**config.mk**
```make
export PLATFORM = sky130hd
export DESIGN_NAME = ifeb_top
export DESIGN_NICKNAME = d
export VERILOG_FILES = /design/src/ifeb_prio.v /design/src/ifeb_top.v
export VERILOG_INCLUDE_DIRS = /design/src
export SDC_FILE = /design/constraint.sdc
export NUM_CORES = 1
export LEC_CHECK = 0
export BUFFER_PORTS_ARGS = -buffer_cell sky130_fd_sc_hd__buf_4
export CAP_MARGIN = 30
export CORE_MARGIN = 2
export CORE_UTILIZATION = 35
export DETAILED_ROUTE_END_ITERATION = 8
export PLACE_DENSITY = 0.7
export SYNTH_ARGS = -nofsm -noshare
export SYNTH_HDL_FRONTEND = slang
export SYNTH_SLANG_ARGS = --single-unit
```
**constraint.sdc**
```tcl
create_clock -name clk -period 18.4 [get_ports clk]
set_clock_uncertainty 0.15 [all_clocks]
set_input_delay 2.76 -clock clk [delete_from_list [all_inputs] [get_ports clk]]
set_output_delay 2.76 -clock clk [all_outputs]
set_load 0.05 [all_outputs]
```
**src/ifeb_consts.vh**
```
/*
 * constants of the interrupt flag and enable bank: register byte offsets,
 * implemented-bit masks, reset values, priority field encodings.
 * assumes inclusion by ifeb_top.v and ifeb_prio.v only.
 */
`ifndef IFEB_CONSTS_VH
`define IFEB_CONSTS_VH

// ----------------------------------------
// register byte offsets (word aligned)
// ----------------------------------------
`define IFEB_OFS_FLAGS_1    12'h000
`define IFEB_OFS_FLAGS_2    12'h004
`define IFEB_OFS_FLAGS_3    12'h008
`define IFEB_OFS_FLAGS_4    12'h00C
`define IFEB_OFS_ENABLES_0  12'h010
`define IFEB_OFS_ENABLES_1  12'h014
`define IFEB_OFS_FLAGS_0    12'h018
`define IFEB_OFS_PRIO_0     12'h020
`define IFEB_OFS_PRIO_1     12'h024
`define IFEB_OFS_IRQ_STAT   12'h030
`define IFEB_OFS_IRQ_MASK   12'h034

// ----------------------------------------
// implemented-bit masks
// ----------------------------------------
`define IFEB_MASK_FLAGS_1   16'h201F
`define IFEB_MASK_FLAGS_2   16'h0020
`define IFEB_MASK_FLAGS_3   16'hC200
`define IFEB_MASK_FLAGS_4   16'h2003
`define IFEB_MASK_ENABLES_0 16'h3FEF
`define IFEB_MASK_ENABLES_1 16'h201F
`define IFEB_MASK_IRQ_STAT  16'h0003

// ----------------------------------------
// bit positions
// ----------------------------------------
`define IFEB_BIT_EXT2       13
`define IFEB_BIT_EXT1       4
`define IFEB_BIT_CHANGE     3
`define IFEB_BIT_COMPARATOR 2
`define IFEB_BIT_I2C_MASTER 1
`define IFEB_BIT_I2C_SLAVE  0
`define IFEB_BIT_CAPTURE3   5
`define IFEB_BIT_FAULT_A    15
`define IFEB_BIT_RTC        14
`define IFEB_BIT_PWM_EVENT  9
`define IFEB_BIT_CHARGE     13
`define IFEB_BIT_UART_ERR   1
`define IFEB_BIT_FAULT_B    0
`define IFEB_STAT_REQ       0
`define IFEB_STAT_ERR       1

// ----------------------------------------
// reset values and priority encodings
// ----------------------------------------
`define IFEB_RST_REG        16'h0000
`define IFEB_RST_PRIO       3'h4
`define IFEB_PRIO_OFF       3'h0
`define IFEB_PRIO_TOP       3'h7

`endif

```
**src/ifeb_prio.v**
```verilog
/*
 * priority picker over a set of pending sources, each with a 3-bit level.
 * assumes pending is flag and enable already combined; level 0 never wins.
 */
`timescale 1ns/1ns
`include "ifeb_consts.vh"

module ifeb_prio #(
    parameter N = 16
) (
    input  wire [N-1:0]   pend,
    input  wire [3*N-1:0] level,
    output reg  [2:0]     win_level,
    output reg  [7:0]     win_index
);

    integer i;

    // ----------------------------------------
    // pick
    // ----------------------------------------
    // lowest index wins among equal levels, as a fixed natural order
    always @* begin
        win_level = `IFEB_PRIO_OFF;
        win_index = 8'h00;
        for (i = N - 1; i >= 0; i = i - 1) begin
            if (pend[i] && level[3*i +: 3] != `IFEB_PRIO_OFF &&
                level[3*i +: 3] >= win_level) begin
                win_level = level[3*i +: 3];
                win_index = i[7:0];
            end
        end
    end

endmodule // ifeb_prio

```
**src/ifeb_top.v**
```verilog
/*
 * interrupt flag and enable bank with an AHB-Lite register slave,
 * a priority picker and a masked level interrupt for request edges and bus errors.
 * assumes src_evt and src0_evt are one-clock pulses from on-chip logic
 * on clk; the cpu reads cpu_req/cpu_level/cpu_index.
 */
// Functional notes
// - flags 1 hold ext2 bit13, ext1 4, change 3, comparator 2, i2c 1/0.
// - flags 2 hold only capture3 at bit 5.
// - flags 3 hold fault A 15, rtc 14, pwm event 9.
// - flags 4 hold charge measure 13, uart error 1, fault B 0.
// - enables 0 hold adc..ext0 at bits 13..0, bit 4 absent.
// - enables 1 mirror flags 1 layout.
// - a flag reads one once its source requested.
// - an enable of one lets its source request through.
// - unimplemented bits read zero and ignore writes.
// - all flags and enables are zero after reset.
// - software reads and writes every flag and enable bit.
// - priority 000 disables a source, 111 is highest.
`timescale 1ns/1ns
`include "ifeb_consts.vh"

module ifeb_top (
    input  wire        clk,
    input  wire        rst,
    input  wire        hsel,
    input  wire [31:0] haddr,
    input  wire [1:0]  htrans,
    input  wire        hwrite,
    input  wire [2:0]  hsize,
    input  wire [31:0] hwdata,
    input  wire        hready,
    output wire [31:0] hrdata,
    output wire        hreadyout,
    output wire        hresp,
    input  wire [63:0] src_evt,
    input  wire [15:0] src0_evt,
    output wire        cpu_req,
    output wire [2:0]  cpu_level,
    output wire [7:0]  cpu_index,
    output wire        irq
);

    // ----------------------------------------
    // state
    // ----------------------------------------
    reg  [15:0] flags0_q;
    reg  [15:0] flags1_q;
    reg  [15:0] flags2_q;
    reg  [15:0] flags3_q;
    reg  [15:0] flags4_q;
    reg  [15:0] en0_q;
    reg  [15:0] en1_q;
    reg  [15:0] prio0_q;
    reg  [15:0] prio1_q;
    reg  [15:0] stat_q;
    reg  [15:0] mask_q;
    reg  [31:0] rdata_q;
    reg         wr_q;
    reg  [11:0] addr_q;
    reg  [2:0]  lvl_q;
    reg  [7:0]  idx_q;
    reg         req_q;
    reg         req_prev_q;
    wire        take;
    wire        rd_take;
    wire [15:0] wd;
    reg         wr_unmapped;
    reg  [31:0] rdata_d;
    wire [15:0] pend;
    wire [47:0] lvls;
    wire [2:0]  win_level;
    wire [7:0]  win_index;

    assign take      = hsel && hready && htrans[1];
    assign rd_take   = take && !hwrite;
    assign wd        = hwdata[15:0];
    assign hreadyout = 1'b1;
    assign hresp     = 1'b0;
    assign hrdata    = rdata_q;

    // ----------------------------------------
    // address phase capture
    // ----------------------------------------
    always @(posedge clk or posedge rst) begin
        if (rst) begin
            wr_q   <= 1'b0;
            addr_q <= 12'h000;
        end else begin
            wr_q   <= take && hwrite;
            addr_q <= haddr[11:0];
        end
    end

    always @* begin
        wr_unmapped = wr_q;
        if (addr_q == `IFEB_OFS_FLAGS_0 || addr_q == `IFEB_OFS_FLAGS_1 ||
            addr_q == `IFEB_OFS_FLAGS_2 || addr_q == `IFEB_OFS_FLAGS_3 ||
            addr_q == `IFEB_OFS_FLAGS_4 || addr_q == `IFEB_OFS_ENABLES_0 ||
            addr_q == `IFEB_OFS_ENABLES_1 || addr_q == `IFEB_OFS_PRIO_0 ||
            addr_q == `IFEB_OFS_PRIO_1 || addr_q == `IFEB_OFS_IRQ_STAT ||
            addr_q == `IFEB_OFS_IRQ_MASK) begin
            wr_unmapped = 1'b0;
        end
    end

    // ----------------------------------------
    // flags: event set beats software clear
    // ----------------------------------------
    // write data lands one cycle after the address, so a pulse in the
    // write cycle still sticks
    always @(posedge clk or posedge rst) begin
        if (rst) begin
            flags0_q <= `IFEB_RST_REG;
            flags1_q <= `IFEB_RST_REG;
            flags2_q <= `IFEB_RST_REG;
            flags3_q <= `IFEB_RST_REG;
            flags4_q <= `IFEB_RST_REG;
        end else begin
            if (wr_q && addr_q == `IFEB_OFS_FLAGS_0) begin
                flags0_q <= (wd | src0_evt) & `IFEB_MASK_ENABLES_0;
            end else begin
                flags0_q <= (flags0_q | src0_evt) & `IFEB_MASK_ENABLES_0;
            end
            if (wr_q && addr_q == `IFEB_OFS_FLAGS_1) begin
                flags1_q <= (wd | src_evt[15:0]) & `IFEB_MASK_FLAGS_1;
            end else begin
                flags1_q <= (flags1_q | src_evt[15:0]) & `IFEB_MASK_FLAGS_1;
            end
            if (wr_q && addr_q == `IFEB_OFS_FLAGS_2) begin
                flags2_q <= (wd | src_evt[31:16]) & `IFEB_MASK_FLAGS_2;
            end else begin
                flags2_q <= (flags2_q | src_evt[31:16]) & `IFEB_MASK_FLAGS_2;
            end
            if (wr_q && addr_q == `IFEB_OFS_FLAGS_3) begin
                flags3_q <= (wd | src_evt[47:32]) & `IFEB_MASK_FLAGS_3;
            end else begin
                flags3_q <= (flags3_q | src_evt[47:32]) & `IFEB_MASK_FLAGS_3;
            end
            if (wr_q && addr_q == `IFEB_OFS_FLAGS_4) begin
                flags4_q <= (wd | src_evt[63:48]) & `IFEB_MASK_FLAGS_4;
            end else begin
                flags4_q <= (flags4_q | src_evt[63:48]) & `IFEB_MASK_FLAGS_4;
            end
        end
    end

    // ----------------------------------------
    // enables, priorities, irq status/mask
    // ----------------------------------------
    always @(posedge clk or posedge rst) begin
        if (rst) begin
            en0_q   <= `IFEB_RST_REG;
            en1_q   <= `IFEB_RST_REG;
            prio0_q <= {1'b0, `IFEB_RST_PRIO, 1'b0, `IFEB_RST_PRIO,
                        1'b0, `IFEB_RST_PRIO, 1'b0, `IFEB_RST_PRIO};
            prio1_q <= {1'b0, `IFEB_RST_PRIO, 1'b0, `IFEB_RST_PRIO,
                        1'b0, `IFEB_RST_PRIO, 1'b0, `IFEB_RST_PRIO};
            stat_q  <= `IFEB_RST_REG;
            mask_q  <= `IFEB_RST_REG;
        end else begin
            if (wr_q && addr_q == `IFEB_OFS_ENABLES_0) begin
                en0_q <= wd & `IFEB_MASK_ENABLES_0;
            end
            if (wr_q && addr_q == `IFEB_OFS_ENABLES_1) begin
                en1_q <= wd & `IFEB_MASK_ENABLES_1;
            end
            if (wr_q && addr_q == `IFEB_OFS_PRIO_0) begin
                prio0_q <= wd & 16'h7777;
            end
            if (wr_q && addr_q == `IFEB_OFS_PRIO_1) begin
                prio1_q <= wd & 16'h7777;
            end
            if (wr_q && addr_q == `IFEB_OFS_IRQ_MASK) begin
                mask_q <= wd & `IFEB_MASK_IRQ_STAT;
            end
            // set wins over write-one-to-clear
            stat_q[`IFEB_STAT_REQ] <= (req_q && !req_prev_q) ||
                (stat_q[`IFEB_STAT_REQ] &&
                 !(wr_q && addr_q == `IFEB_OFS_IRQ_STAT && wd[`IFEB_STAT_REQ]));
            stat_q[`IFEB_STAT_ERR] <= wr_unmapped ||
                (stat_q[`IFEB_STAT_ERR] &&
                 !(wr_q && addr_q == `IFEB_OFS_IRQ_STAT && wd[`IFEB_STAT_ERR]));
            stat_q[15:2] <= 14'h0000;
        end
    end

    // rising request edge, taken from the registered request
    always @(posedge clk or posedge rst) begin
        if (rst) begin
            req_prev_q <= 1'b0;
        end else begin
            req_prev_q <= req_q;
        end
    end

    // ----------------------------------------
    // request to cpu
    // ----------------------------------------
    // only enables 0 and 1 exist here; sources in flags 2..4 have their
    // enables elsewhere and are not routed to the picker
    assign pend = flags0_q & en0_q;
    assign lvls = {8{prio1_q[2:0], prio0_q[2:0]}};

    ifeb_prio #(
        .N (16)
    ) u_prio (
        .pend      (pend),
        .level     (lvls),
        .win_level (win_level),
        .win_index (win_index)
    );

    always @(posedge clk or posedge rst) begin
        if (rst) begin
            req_q <= 1'b0;
            lvl_q <= 3'h0;
            idx_q <= 8'h00;
        end else begin
            req_q <= (win_level != `IFEB_PRIO_OFF) || |(flags1_q & en1_q);
            lvl_q <= win_level;
            idx_q <= win_index;
        end
    end

    assign cpu_req   = req_q;
    assign cpu_level = lvl_q;
    assign cpu_index = idx_q;
    assign irq       = |(stat_q & mask_q);

    // ----------------------------------------
    // read path, registered in the data phase
    // ----------------------------------------
    always @* begin
        rdata_d = 32'h0000_0000;
        if (haddr[11:0] == `IFEB_OFS_FLAGS_1) begin
            rdata_d = {16'h0000, flags1_q};
        end else if (haddr[11:0] == `IFEB_OFS_FLAGS_2) begin
            rdata_d = {16'h0000, flags2_q};
        end else if (haddr[11:0] == `IFEB_OFS_FLAGS_3) begin
            rdata_d = {16'h0000, flags3_q};
        end else if (haddr[11:0] == `IFEB_OFS_FLAGS_4) begin
            rdata_d = {16'h0000, flags4_q};
        end else if (haddr[11:0] == `IFEB_OFS_ENABLES_0) begin
            rdata_d = {16'h0000, en0_q};
        end else if (haddr[11:0] == `IFEB_OFS_ENABLES_1) begin
            rdata_d = {16'h0000, en1_q};
        end else if (haddr[11:0] == `IFEB_OFS_FLAGS_0) begin
            rdata_d = {16'h0000, flags0_q};
        end else if (haddr[11:0] == `IFEB_OFS_PRIO_0) begin
            rdata_d = {16'h0000, prio0_q};
        end else if (haddr[11:0] == `IFEB_OFS_PRIO_1) begin
            rdata_d = {16'h0000, prio1_q};
        end else if (haddr[11:0] == `IFEB_OFS_IRQ_STAT) begin
            rdata_d = {16'h0000, stat_q};
        end else if (haddr[11:0] == `IFEB_OFS_IRQ_MASK) begin
            rdata_d = {16'h0000, mask_q};
        end
    end

    always @(posedge clk or posedge rst) begin
        if (rst) begin
            rdata_q <= 32'h0000_0000;
        end else if (rd_take) begin
            rdata_q <= rdata_d;
        end
    end

endmodule // ifeb_top

```
Word level (Yosys, flattened, before mapping)
Index checks and enable logic that the tools add are counted.
{"block": "word_totals", "register_bits": 169, "latch_bits": 0, "ramBits": 0, "mem_bits_ro": 0, "output_inout_bits": 47, "memories": 0}
{"block": "classes", "add_sub_neg": 0, "mul": 0, "div": 0, "magnitude_cmp": 16, "eq_ne": 20, "shift": 0, "n_mux": 49, "bitwise_logic": 13, "n_reduce_logical": 76}
{"operator": "== test 12 x 6 -> 1 bit, second input constant", "n": 8}
{"operator": "two-way mux 15 bit", "n": 6}
{"operator": "OR 14 bit", "n": 6}
{"operator": "== test 12 x 5 -> 1 bit, second input constant", "n": 6}
{"operator": "two-way mux 4 bit", "n": 16}
{"operator": "logical AND 1 bit", "n": 50}
{"operator": "== test 12 x 4 -> 1 bit, second input constant", "n": 4}
{"operator": "two-way mux 16 bit", "n": 3}
{"operator": "two-way mux 3 bit", "n": 16}
{"operator": ">= comparator 3 bit", "n": 15}
{"operator": "two-way mux 14 bit", "n": 3}
{"operator": "two-way mux 32 bit", "n": 1}
{"operator": "OR 16 bit", "n": 2}
{"operator": "OR reduction 16 bit", "n": 2}
{"operator": "AND 14 bit", "n": 2}
{"operator": "== test 12 x 3 -> 1 bit, second input constant", "n": 2}
{"operator": "logical NOT 12 bit", "n": 2}
{"operator": "logical OR 1 bit", "n": 13}
{"operator": "OR 6 bit", "n": 2}
{"operator": "nonzero test 3 bit", "n": 3}
{"operator": "two-way mux 6 bit", "n": 1}
{"operator": "logical NOT 1 bit", "n": 4}
{"operator": "two-way mux 2 bit", "n": 2}
{"operator": ">= comparator 3 x 1 -> 1 bit, second input constant", "n": 1}
{"operator": "3 further kinds", "n": 4}

Longest topological paths before layout
Gate-level depths: netlist of run 1.
{"block": "logic_depth", "depth_word": 51, "depth_mapped": 89, "depth_no_buf": 88}

Cells and area by module
Synthesis of run 1 repeated with hierarchy kept, for this count alone.
{"block": "hier_totals", "cells_unflattened": 873, "hier_area_um2": 7823.8}
{"module": "ifeb_top", "instances": 1, "cells_each": 504, "area_each_um2": 5360.1, "seq_area_each_um2": 2887.8}
{"module": "ifeb_prio", "instances": 1, "cells_each": 369, "area_each_um2": 2463.6, "seq_area_each_um2": 0.0}

Worst setup path before layout of run 1
No wires, ideal clock.
{"block": "synth_timing", "path_type": "register to register", "from": "register prio1_q[2]", "to": "register req_q (netlist: cpu_req)", "arrival_ns": 15.798, "t_required_ns": 18.102, "setup_slack_ns": 2.304, "path_stages_with_launch": 86, "path_buffers": 1, "synth_period_minus_slack_ns": 16.096, "cell_sequence": "dfstp_2 -> nand3_1 -> ha_1 -> nand2_1 -> o21ai_1 -> nand2_1 -> o21ai_1 -> inv_1 -> ha_1 -> o211a_1 -> o21ai_0 -> o21ai_2 -> mux2_2 -> ha_1 -> nand2b_1 -> o21a_1 -> o211ai_1 -> o211a_1 -> [... 50 more ...] -> ha_1 -> nand2b_1 -> a21oi_1 -> nor3b_1 -> o211ai_1 -> nand2_1 -> nor3_1 -> a21oi_1 -> o41ai_2 -> ha_1 -> nand2b_1 -> a21oi_1 -> nor2b_1 -> o2111ai_1 -> nand2b_1 -> or3b_1 -> o311ai_1 -> o211ai_1"}
{"block": "synth_between", "elab_chain_len": 51, "elab_cells_between_ends": 59, "cone_classes": "16 x order compare; 16 x mux; 27 x reduce/logical"}
{"element": "from (decl)", "line": "ifeb_top.v:55", "source": "reg [15:0] prio1_q;"}
{"element": "from (signal assigned)", "line": "ifeb_top.v:157", "source": "prio1_q <= {1'b0, `IFEB_RST_PRIO, 1'b0, `IFEB_RST_PRIO,"}
{"element": "from (signal assigned)", "line": "ifeb_top.v:172", "source": "prio1_q <= wd & 16'h7777;"}
{"element": "branches (longest 45 deep; another with >= comparator 3 x 1 -> 1 bit)"}
{"element": "two-way mux 3 bit (*)", "line": "ifeb_prio.v:27", "source": "if (pend[i] && level[3*i +: 3] != `IFEB_PRIO_OFF &&"}
{"element": ">= comparator 3 bit", "line": "ifeb_prio.v:28", "source": "level[3*i +: 3] >= win_level) begin"}
{"element": "logical AND 1 bit", "line": "ifeb_prio.v:27"}
{"element": "two-way mux 3 bit (*)", "line": "ifeb_prio.v:27"}
{"element": "nonzero test 3 bit (no line) (*)"}
{"element": "logical OR 1 bit (*)", "line": "ifeb_top.v:220", "source": "req_q <= (win_level != `IFEB_PRIO_OFF) || |(flags1_q & en1_q);"}
{"element": "to (signal assigned)", "line": "ifeb_top.v:220"}
{"element": "to (decl)", "line": "ifeb_top.v:63", "source": "reg req_q;"}
Every way passes the cells marked *.
A chain may end at the register's enable or synchronous reset.

Final worst setup path of run 1
{"block": "layout_timing", "from": "register prio1_q[2]", "to": "register req_q (netlist: cpu_req)"}
{"block": "layout_between", "elab_chain_len": 51, "elab_cells_between_ends": 59, "cone_classes": "16 x order compare; 16 x mux; 27 x reduce/logical"}
{"element": "branches (longest 45 deep; another with >= comparator 3 x 1 -> 1 bit)"}
{"element": "two-way mux 3 bit (*)", "line": "ifeb_prio.v:27"}
{"element": ">= comparator 3 bit", "line": "ifeb_prio.v:28"}
{"element": "logical AND 1 bit", "line": "ifeb_prio.v:27"}
{"element": "two-way mux 3 bit (*)", "line": "ifeb_prio.v:27"}
{"element": "net u_prio.win_level[2]", "line": "ifeb_prio.v:13", "source": "output reg [2:0] win_level,"}
{"element": "nonzero test 3 bit (no line) (*)"}
{"element": "logical OR 1 bit (*)", "line": "ifeb_top.v:220"}
Mark *: on every way through the listed nets, which the timed path passes.

==> results of run 1 <==
power by group through the flow:
stage	combinational, W	clock, W	sequential, W
after global placement	0.0000827	0	0.000266
final	0.0000834	0.000207	0.000262
after floorplan	0.0000334	0	0.000288
after global routing	0.0000889	0.000219	0.000263
after detailed placement	0.0000832	0	0.000266
after CTS	0.0000836	0.000209	0.000262
layout make-up:
cell class	instances	area, um^2
sequential	111	2790
timing repair buffer	109	818
clock buffer	12	256
tap	234	293
inverter	14	55.1
multi-input combinational	510	3650
clock inverter	4	52.6
fill	1814	10700
stage by stage:
step           util (%)  hold WS, ps  instances  TNS, ps
3_5_place_dp       40.4          257        976        0
2_1_floorplan         -          250        688        0
6_report           42.5          274        994        0
5_1_grt            42.5          300        994    -17.5
4_1_cts            42.1          274        992        0
3_3_place_gp       40.4          254        975        0
critical path, delay by kind of cell, from the launching register on:
family          cells  cell delay, ps
compound gates     38            6500
fa+ha+maj          13            3630
buf+inv             3             410
flops               1             530
mux                 3            1110
simple gates       29            4650
cells in the final DEF, fill, tap and decap left out, types with 7 or more instances in the layout:
cell type	n
nand3_1	29
a211o_1	25
or4_1	8
nor2b_1	32
nand2_1	40
nor2_1	46
inv_1	12
a31oi_1	15
a221oi_1	7
ha_1	19
o21ai_0	22
dfstp_2	7
buf_4	109
dfrtp_1	101
mux2_2	46
nand2b_1	10
nor3_1	10
and3_1	13
clkbuf_16	9
a22oi_1	14
conb_1	22
a21oi_1	23
layer usage:
layer | global-route usage (%) | wire [um] | vias to the layer above
met5 | 0 | 0 | -
met2 | 30.2 | 8630 | 270
met3 | 3.44 | 1260 | 27
met1 | 25.9 | 8370 | 2813
li1 | - | - | 2667
met4 | 4.84 | 327 | 0
cell families after synthesis:
| logic type | count (synthesis) | synth area share [%] |
|---|---|---|
| adders and majority gates | 20 | 3.73 |
| buffers and inverters | 67 | 5.24 |
| and+or+nand+nor | 230 | 18.2 |
| other | 2 | 0.113 |
| AOI/OAI and AO/OA | 188 | 22.2 |
| muxes | 50 | 8.49 |
| DFF | 111 | 42.0 |
synth_stat cells (3+ instances only):
cell,count
nor4_1,5
dfstp_2,8
or3_1,6
mux2_2,46
a222oi_1,6
nor2_1,47
a41oi_1,3
nand3_1,29
nor3_1,13
o31ai_1,4
nor3b_1,4
a22oi_1,14
mux2i_1,3
o2111ai_1,6
and3_1,13
a21o_1,3
nand2b_1,10
dfrtp_1,103
a22o_1,5
o211ai_1,6
o21ai_0,26
o21a_1,4
a21oi_1,24
nor2b_1,32
inv_1,13
clkbuf_1,27
buf_4,23
a31oi_1,15
ha_1,19
nand4_1,6
a221oi_1,7
nand2_1,42
a21boi_0,3
or4_1,8
a211o_1,25
final timing paths:
kind	depth (start not counted)	to	startpoint	slack (ps)
max	86	cpu_req$_DFF_PP0_	prio1_q[2]$_DFFE_PP1P_	1310
min	0	req_prev_q$_DFF_PP0_	cpu_req$_DFF_PP0_	270
max reg2reg	86	cpu_req$_DFF_PP0_	prio1_q[2]$_DFFE_PP1P_	1310
min reg2reg	0	req_prev_q$_DFF_PP0_	cpu_req$_DFF_PP0_	270
max in group asynchronous	3	en0_q[13]$_DFFE_PP0P_	rst	14510
min in group asynchronous	2	flags1_q[1]$_DFF_PP0_	rst	2280
state kept, by name (all words and copies together) (netlist names):
name	count
flags1_q	6
stat_q	2
hrdata	16
flags0_q	13
prio0_q	12
en0_q	13
en1_q	6
flags4_q	3
cpu_level	3
flags2_q	1
cpu_index	4
mask_q	2
flags3_q	3
cpu_req	1
addr_q	12
wr_q	1
req_prev_q	1
prio1_q	12
what timing repair did:
item / CTS / global route
setup buffers: 0 / 2
gates resized for setup: 0 / 20
endpoints found under the setup margin: 0 / 8
==> run summary, run 1 <==
The run finished with clean final reports. The H-tree generated during clock tree synthesis spans 3 levels. Counting flops with a built-in enable in the synthesized netlist gives 0. The number of hold violations in the final report came out at 0. STA puts the critical path data arrival time at 17170 ps.

The total number of vias is 5777. The slowest stage of the critical path is the dfstp_2 cell. The worst path uses 92.9% of the clock period.

Peak supply drop: 0.0439 mV. After detailed routing, the number of remaining DRC violations is 0. The root buffer cell chosen for the clock tree is clkbuf_16. After routing the design area is 0.00792 mm^2. The run gives 0 as the antenna violation net count after detailed routing.

STA classifies the critical path endpoint as a flop. After floorplanning, the core was divided into 50 placement rows. Largest area contributor in the synthesized netlist: dfrtp_1. STA puts the critical path data required time at 18480 ps.

The logs give 763 ps for the worst setup timing slack at the placement stage and 0.000394 W for the design internal power. The register share of total power was 47.4%; the detail-routed via count per cell was 5.81. In this run the static leakage power is 3.34 nW.

The min-delay analysis places its worst path in the category reg -> reg. Count of nets after finishing: 928. The total of endpoints with negative setup slack in the final report came out at 0. Pin placement for this block handled 201 I/O pins. The category of the most critical setup path is reg -> reg. After layout, the minimum clock period comes to 17090 ps. For this block, the routed nets add up to 18600 um of wire. The mean instance size in the synthesized netlist is 9.93 um^2, and the clock buffer count from CTS is 9. In this run, the combinational gates consume 15.1% of the power. Dividing total power by cell area gives a power density of 69.6 mW/mm^2. The area of the core region is 0.0186 mm^2, and the flip-flop and latch count after synthesis is 111. The synthesized netlist occupies a cell area of 0.00664 mm^2.

The die is 142 um wide. Global routing finished with a remaining overflow of 0. The post-cts hold buffer count is 0, and the share of the synthesized area in the top cell type is 38.8%. The transition time at the pin with the least slew margin came out at 902 ps. Across the run, the number of max-cap violations was 0. STA classifies the critical path startpoint as a flop.

The die covers 0.0201 mm^2. Sequential cells were found to cover 42.0% of the synthesized design area. Clock transition time at the flip-flop clock pins of the worst setup and hold paths: 70 ps. The effective utilization at floorplan came out at 35.6%. The via count of the first global-routing pass is 5394. The design draws 0.000552 W. Summed over all nets, the switching power comes to 0.000158 W. Entering global routing, the biggest net connects 74 pins. Yosys printed 0 warnings. The height of the die came out at 142 um.

By area the synthesized netlist is led by dfrtp_1 (39%), mux2_2 (7.8%), ha_1 (3.6%). Synthesis instantiated 81 different standard cells from the library. The cell that appears most often on the critical path is ha_1. 0 antenna diodes ended up in the layout. Global routing used 18.7% of the available tracks across all layers.

The run gives 0.901 as the global placement routability congestion. The worst-skew pair later-pin latency is 370 ps. The run gives 5 as the number of search-and-repair iterations in the first detailed-routing pass. The proportion of register bits with asynchronous set or reset after synthesis came out at 100%. The number of buffer cells added on primary ports came out at 84. The most used flip-flop cell after synthesis is dfrtp_1.

For the clock network fraction of design power, the log shows 37.5%. The tools report the initial antenna violation count as 0. Counting along the longest clock path gives a buffer depth of 2.

Switching share of total power: 28.6%. The post-detailed-placement cell area is 0.00753 mm^2. The synthesis-to-layout area growth is 19.4%. The clock drives 111 sinks. The tools report the first-iteration detailed-routing DRC count as 527. Of the cells placed in the final design, the portion with a size suffix greater than 1 is 28.7%. The largest single stage delay on the critical path is 530 ps.

For the HPWL after detailed placement, the log shows 13400 um. Setup slack on the critical path of the routed design comes to 1310 ps. Max-slew violation count: 0. TritonCTS built the clock tree. Along the worst path, the maximum fanout reaches 7. For this run, the top clock speed supported by timing is 58.5 MHz. The number of instances in the synthesized netlist is 668, and the worst relative slew slack is 39.3%.

The first global-routing pass estimated 29600 um of wire. Dividing the detail-routed wire length by the instance count gives 18.7 um.
(Power assumes the default switching activity.)
==> inputs of run 2 (changes only) <==
--- a/config.mk
+++ b/config.mk
@@ -11,6 +11,7 @@
 export CORE_MARGIN = 2
 export CORE_UTILIZATION = 35
 export DETAILED_ROUTE_END_ITERATION = 8
+export GPL_TIMING_DRIVEN = 0
 export PLACE_DENSITY = 0.7
 export SYNTH_ARGS = -nofsm -noshare
 export SYNTH_HDL_FRONTEND = slang
==> run 2 against run 1 <==
  * Total power increased by 3.4%
  * Cell count rose by 3.7%
  * Non-clock buffer count increased by 37
  * Final area up 2.8%
  * Sequential share of layout area down 1.0 points
  * Clock power grew 6%
  * Count of clock-buffer cells in the layout down 3
  * Critical path depth decreased by 2
  * Critical endpoint unchanged
  * Largest cell class unchanged
==> run summary, run 2 (synthesis results as in run 1) <==
The run gives 0 (unchanged) as the max-slew violation count. The number of flip-flops under the largest register name works out to 16 (unchanged). The logs give 9 (unchanged) for the clock buffer count from CTS and 0 (unchanged) for the post-cts hold buffer count. The number of hold violations in the final report came out at 0 (unchanged). The number of core rows is 50 (unchanged). The initial antenna violation count came out at 0 (unchanged). The area growth from synthesis to layout is 22.8%.

The clock transition time at the flip-flop clock pins of the worst setup and hold paths was 80 ps (about the same); the effective utilization at floorplan was 35.6% (unchanged). The global routing usage summed across all routing layers came out at 19.8% (+1.2 points). The tree is rooted in a clkbuf_16. The logs give 19600 um (+5.6%) for the total detailed-routing wirelength and 36.0% (-3.3 points) for the worst relative slew slack. The peak supply drop came out at 0.0477 mV (+8.7%). The share of the cycle needed by the critical path after routing works out to 93.6% (+0.74 points). Post-detailed-placement cell area: 0.00767 mm^2 (+1.9%). The startpoint type of the worst setup path was a flop. The run gives 0.921 (+2.1%) as the global placement routability congestion. Pin count of the biggest net entering global routing: 59 (-20%).

For this design, the slowest cell found on the critical path is dfstp_2. The worst-skew pair later-pin latency was 370 ps (about the same). Leaving out fill and tap cells, the most frequent cells in the layout are buf_4 (115), dfrtp_1 (102), nor2_1 (47), mux2_2 (46), nand2_1 (40). TritonCTS built the clock tree. The number of buffers on the longest clock path is 2 (unchanged), and the total of max-cap violations is 0 (unchanged).

The final hold slack is 293 ps (+19.3 ps), and the number of placed cells counting well taps is 1008 (+3.3%). The type of the most critical hold path is reg -> reg. Maximum fanout count along the critical path: 9 (+2). The total number of vias was 5914 (+2.4%). The transition time at the pin with the least slew margin is 955 ps (+53.6 ps). Final design area excluding fillers: 0.00815 mm^2 (+2.8%).

The first-iteration detailed-routing DRC count was 569 (+8.0%). The run gives 0 (unchanged) as the total grt overflow. The clock sink count was 111 (unchanged). The tools report the data arrival at the endpoint of the critical path as 17310 ps (+140 ps). The logs give 0 (unchanged) for the antenna cell count and 58.0 MHz (-0.79%) for the maximum operating frequency. For the total of endpoints with negative setup slack in the final report, the log shows 0 (unchanged). The flow ran to the end, and the final reports show no timing, DRC or antenna violations. The tools report the global-route wire length before repair as 31000 um (+4.6%).

The tools report the HPWL after detailed placement as 14600 um (+9.0%). For the remaining routing DRC violations, the log shows 0 (unchanged). For the area of the die, the log shows 0.0201 mm^2 (unchanged). The height of the die works out to 142 um (unchanged).

Number of search-and-repair iterations in the first detailed-routing pass: 5 (unchanged). The kind of cell adding the most delay to the critical path is compound AO/OA/AOI/OAI gates. Via count of the first global-routing pass: 5713 (+5.9%). The antenna violation net count after detailed routing was 0 (unchanged); the final instance count without filler cells was 1031 (+3.7%). The worst setup path is of the reg -> reg kind.

The delay of the slowest cell on the worst path is 630 ps (+100 ps), and the filler cell count is 1802 (-0.66%). The area of the core region is 0.0186 mm^2 (unchanged), and the count of nets after finishing is 965 (+4.0%). Category of the worst setup path capture point: a flop. The most common cell after layout, fill and taps aside is buf_4.

Among the stages of the critical path, the cell type that occurs most often is ha_1. The tools report the leakage power figure as 3.43 nW (+2.5%). The H-tree level count is 3 (unchanged), and the number of buffer cells added on primary ports is 82 (-2.4%). The worst path required time is 18480 ps (about the same), and the number of buffers and inverters on the critical path is 3 (unchanged).

The power density over the cells is 70.0 mW/mm^2 (+0.56%). For the number of top-level design ports, the log shows 201 (unchanged). Clock period minus final worst setup slack: 17230 ps (+137 ps).

The fraction of final layout cells sized beyond drive strength 1 is 29.0% (+0.30 points), and the die extent in x is 142 um (unchanged). The routed length per placed instance came out at 19.0 um (+1.8%). Detail-routed via count per cell: 5.74 (-1.3%).
## run 2: per-layer routing
layer | vias up | global-route usage, % | share of wire [%]
met2 | 258 | 31.3 | 46
met3 | 26 | 3.54 | 7.0
met5 | - | 0 | 0
met1 | 2888 | 27.5 | 44
met4 | 0 | 6.74 | 2.2
li1 | 2742 | - | -
## run 2: timing repair
item                                    in CTS  in global routing
setup buffers                                1                  7
resized for setup                            3                 21
pin swaps                                    0                  5
endpoints found under the setup margin       1                  8
## run 2: final cells by class
class	count	area [um^2]	share of cell area, %
tap	234	293	3.59
timing repair buffer	94	723	8.88
clock buffer	9	225	2.76
sequential	111	2790	34.2
inverter	14	58.8	0.722
clock inverter	7	103	1.26
multi-input combinational	510	3660	45.0
buffer	52	292	3.58
## run 2: power by group
group	switching, W	internal, W
Combinational	0.0000590	0.0000288
Sequential	0.00000792	0.000255
Clock	0.0000986	0.000122
## run 2: worst reg2reg max path, delay by kind of cell (launching register included)
kind                     cells  cell delay, ps
AND/OR/NAND/NOR             26            4190
buffers and inverters        3             340
multiplexers                 3            1130
flip-flops                   1             630
AO/OA/AOI/OAI               39            7030
adder cells (fa/ha/maj)     13            3650
## run 2: path summary, 6_finish.rpt
kind / from / endpoint / slack, ps / cells past startpoint
max in group asynchronous: rst / prio0_q[10]$_DFFE_PP1P_ / 14960 / 3
min in group asynchronous: rst / en1_q[0]$_DFFE_PP0P_ / 2360 / 2
setup reg to reg: prio1_q[2]$_DFFE_PP1P_ / cpu_req$_DFF_PP0_ / 1170 / 84
hold reg to reg: req_prev_q$_DFF_PP0_ / stat_q[0]$_DFF_PP0_ / 290 / 1
setup / recovery: prio1_q[2]$_DFFE_PP1P_ / cpu_req$_DFF_PP0_ / 1170 / 84
hold / removal: req_prev_q$_DFF_PP0_ / stat_q[0]$_DFF_PP0_ / 290 / 1
## run 2: metrics by stage
stage               utilization (%)  worst slack (ps)  total power [W]  setup TNS (ps)
floorplan                         -              2300         0.000321               0
global placement               40.9              -193         0.000353            -193
detailed placement             41.2              -273         0.000354            -273
CTS                            43.0              31.7         0.000573               0
global route                   43.7             -37.3         0.000589           -37.3
finish                         43.7              1170         0.000570               0
==> inputs of run 3 (changes only) <==
--- a/config.mk
+++ b/config.mk
@@ -6,10 +6,11 @@
 export SDC_FILE = /design/constraint.sdc
 export NUM_CORES = 1
 export LEC_CHECK = 0
-export BUFFER_PORTS_ARGS = -buffer_cell sky130_fd_sc_hd__buf_4
+export BUFFER_PORTS_ARGS = -buffer_cell sky130_fd_sc_hd__buf_2
 export CAP_MARGIN = 30
 export CORE_MARGIN = 2
 export CORE_UTILIZATION = 35
+export CTS_CLUSTER_SIZE = 20
 export DETAILED_ROUTE_END_ITERATION = 8
 export GPL_TIMING_DRIVEN = 0
 export PLACE_DENSITY = 0.7
==> run 3 against run 2 <==
  * Worst setup slack worse by 34 ps
  * Final area down 1.7%
  * Die area unchanged
  * Flip-flop and latch count unchanged
  * Global-route usage down 0.094 points
  * Fmax down 0.20%
  * Core utilization down 0.72 points
  * Combinational power down 8.6%
  * Count of clock-buffer cells in the layout up 3
  * Critical path type unchanged
  * Largest power group unchanged
==> run summary, run 3 (synthesis results as in run 1) <==
The HPWL after detailed placement came out at 14500 um (-0.74%). Leaving out fill and tap cells, the most frequent cells in the layout are dfrtp_1 (102), buf_2 (85), nor2_1 (47), mux2_2 (46), nand2_1 (40). The run gives 0 (unchanged) as the total of endpoints with negative setup slack in the final report. The final instance count without filler cells is 1035 (+0.39%).

The logs give 1008 (unchanged) for the number of placed cells counting well taps and 0.0201 mm^2 (unchanged) for the area of the die. The run gives 0.0186 mm^2 (unchanged) as the area of the core region. The number of flip-flops under the largest register name is 16 (unchanged), and the initial antenna violation count is 0 (unchanged).

The tools report the clock sink count as 111 (unchanged). The peak supply drop was 0.0839 mV (+76%). The most numerous cell type found on the critical path is ha_1. The number of hold violations in the final report came out at 0 (unchanged).

The run finished with clean final reports. The worst setup path is captured at a flop. The total of max-cap violations is 0 (unchanged), and the count of nets after finishing is 969 (+0.41%). The antenna violation net count after detailed routing is 0 (unchanged), and the fraction of final layout cells sized beyond drive strength 1 is 29.1% (+0.10 points). The routed length per placed instance is 18.9 um (-0.45%), and the power density over the cells is 72.3 mW/mm^2 (+3.3%). The tools report the total number of vias as 5949 (+0.59%). H-tree level count: 3 (unchanged). The first-iteration detailed-routing DRC count is 607 (+6.7%). The tightest min-delay check is of the reg -> reg type. The die extent in x is 142 um (unchanged).

The number of search-and-repair iterations in the first detailed-routing pass was 5 (unchanged); the switching share of total power was 27.3% (-1.7 points). The highest layer touched by signal routing is met4. The worst-skew pair later-pin latency was 360 ps (about the same); the worst relative slew slack was 38.2% (+2.1 points). The tools report the number of core rows as 50 (unchanged). The post-layout worst setup margin is 1140 ps (-34.2 ps).

The cell sitting at the root of the clock tree is a clkbuf_16. The data arrival at the endpoint of the critical path is 17340 ps (+30 ps), and the clock transition time at the flip-flop clock pins of the worst setup and hold paths is 70 ps (about the same). Setup repair after global routing left no endpoint under its margin. The routed length on met3 came out at 1510 um (+10%).

Detail-routed via count per cell: 5.75 (+0.20%). The tools report the worst setup timing slack at the placement stage as -430 ps (-157 ps). The most common cell after layout, fill and taps aside is dfrtp_1. The leakage power figure was 3.40 nW (-0.85%). STA classifies the critical path startpoint as a flop.

The logs give 0.000421 W (+4.0%) for the design internal power and 8640 um (-0.87%) for the total routed wire length on the met1 layer. The effective utilization at floorplan came out at 35.6% (unchanged). The register share of total power was 45.2% (-0.8 points). TritonCTS built the clock tree.

The via count of the first global-routing pass came out at 5592 (-2.1%). The worst path required time was 18480 ps (about the same). The clock period minus final worst setup slack is 17260 ps (+34.2 ps), and the detailed-routed wire length on met2 is 9030 um (-0.87%). For the antenna cell count, the log shows 0 (unchanged). For the number of buffers on the longest clock path, the log shows 2 (unchanged).

The clock buffer count from CTS came out at 9 (unchanged). The synthesis-to-layout area growth works out to 20.7%. The global-route wire length before repair was 30900 um (-0.27%); the combinational cell fraction of total power was 13.9% (-1.5 points). The max-slew violation count came out at 0 (unchanged). The logs give 0.000579 W (+1.6%) for the power consumption and 19600 um (about the same) for the total detailed-routing wirelength. For the clock network fraction of design power, the log shows 40.9% (+2.3 points). The logs give 0 (unchanged) for the total grt overflow and 65 (+10%) for the pin count of the biggest net entering global routing.

The switching power came out at 0.000158 W (-4.4%). The global placement routability congestion is 0.914 (-0.72%), and the remaining routing DRC violations is 0 (unchanged). The share of the cycle needed by the critical path after routing was 93.8% (+0.19 points); the maximum operating frequency was 57.9 MHz (-0.20%). The number of top-level design ports is 201 (unchanged), and the height of the die is 142 um (unchanged). The utilization after layout was 43.0% (-0.72 points); the maximum fanout count along the critical path was 9 (unchanged). The cell with the largest stage delay on the worst path was dfstp_2. The tools report the final hold slack as 284 ps (-8.69 ps). Category of the most critical setup path: reg -> reg. The delay of the slowest cell on the worst path was 620 ps (about the same). The transition time at the pin with the least slew margin is 921 ps (-34.9 ps), and the global routing usage summed across all routing layers is 19.7% (-0.094 points). The number of buffer cells added on primary ports works out to 82 (unchanged).
[run 3: cell types whose count changed in the layout (fill, tap and decap cells not counted), sizes merged]
cell,change
inv,-2
clkinv,-2
clkbuf,+3
buf,+4
bufinv,+1
[run 3: final timing paths]
path | from | cells after the start | slack [ps] | to
worst max-delay path | prio1_q[2]$_DFFE_PP1P_ | 84 | 1140 | cpu_req$_DFF_PP0_
worst min-delay path | req_prev_q$_DFF_PP0_ | 1 | 280 | stat_q[0]$_DFF_PP0_
worst max register to register | prio1_q[2]$_DFFE_PP1P_ | 84 | 1140 | cpu_req$_DFF_PP0_
worst min register to register | req_prev_q$_DFF_PP0_ | 1 | 280 | stat_q[0]$_DFF_PP0_
max in group asynchronous | rst | 3 | 14920 | prio0_q[6]$_DFFE_PP1P_
min in group asynchronous | rst | 2 | 2420 | hrdata[15]$_DFFE_PP0P_
[run 3: worst max-delay path, delay by kind of cell, from the launching register on]
kind	cells	cell delay, ps
DFF	1	620
adders and majority gates	13	3670
and+or+nand+nor	26	4310
muxes	3	1110
buffers and inverters	3	320
AOI/OAI and AO/OA	39	6910
[run 3: cell type report]
type,instances,area (um^2)
inverters,14,58.8
multi-input cells,510,3670
clock buffers,12,267
repair buffers,98,548
plain buffers,52,292
flip-flops and latches,111,2790
fillers,1803,10600
clock inverters,4,98.8
well taps,234,293
[run 3: routing by layer]
layer | track usage, % | vias to the layer above
li1 | - | 2752
met1 | 27.6 | 2870
met2 | 31.0 | 293
met3 | 2.94 | 34
met4 | 7.37 | 0
met5 | 0 | -
[run 3: power by group through the flow]
stage / logic, W / registers [W] / clock network, W
floorplan: 0.0000334 / 0.000288 / 0
global placement: 0.0000786 / 0.000266 / 0
detailed placement: 0.0000803 / 0.000266 / 0
CTS: 0.0000805 / 0.000262 / 0.000239
global route: 0.0000858 / 0.000263 / 0.000249
finish: 0.0000803 / 0.000262 / 0.000237
[run 3: what timing repair did]
item                                    4_1_cts  5_1_grt
endpoints found under the setup margin        3        8
endpoints found under the hold margin         0        0
gates resized for setup                       3       19
setup buffers                                 3        9
pin swaps                                     1        6
hold buffers                                  0        0
[run 3: metrics by stage]
| step | setup TNS (ps) | instance area, um^2 |
|---|---|---|
| after floorplan | 0 | 6710 |
| after global placement | -295 | 7410 |
| after detailed placement | -465 | 7470 |
| after CTS | 0 | 7870 |
| after global routing | 0 | 8010 |
| final | 0 | 8010 |
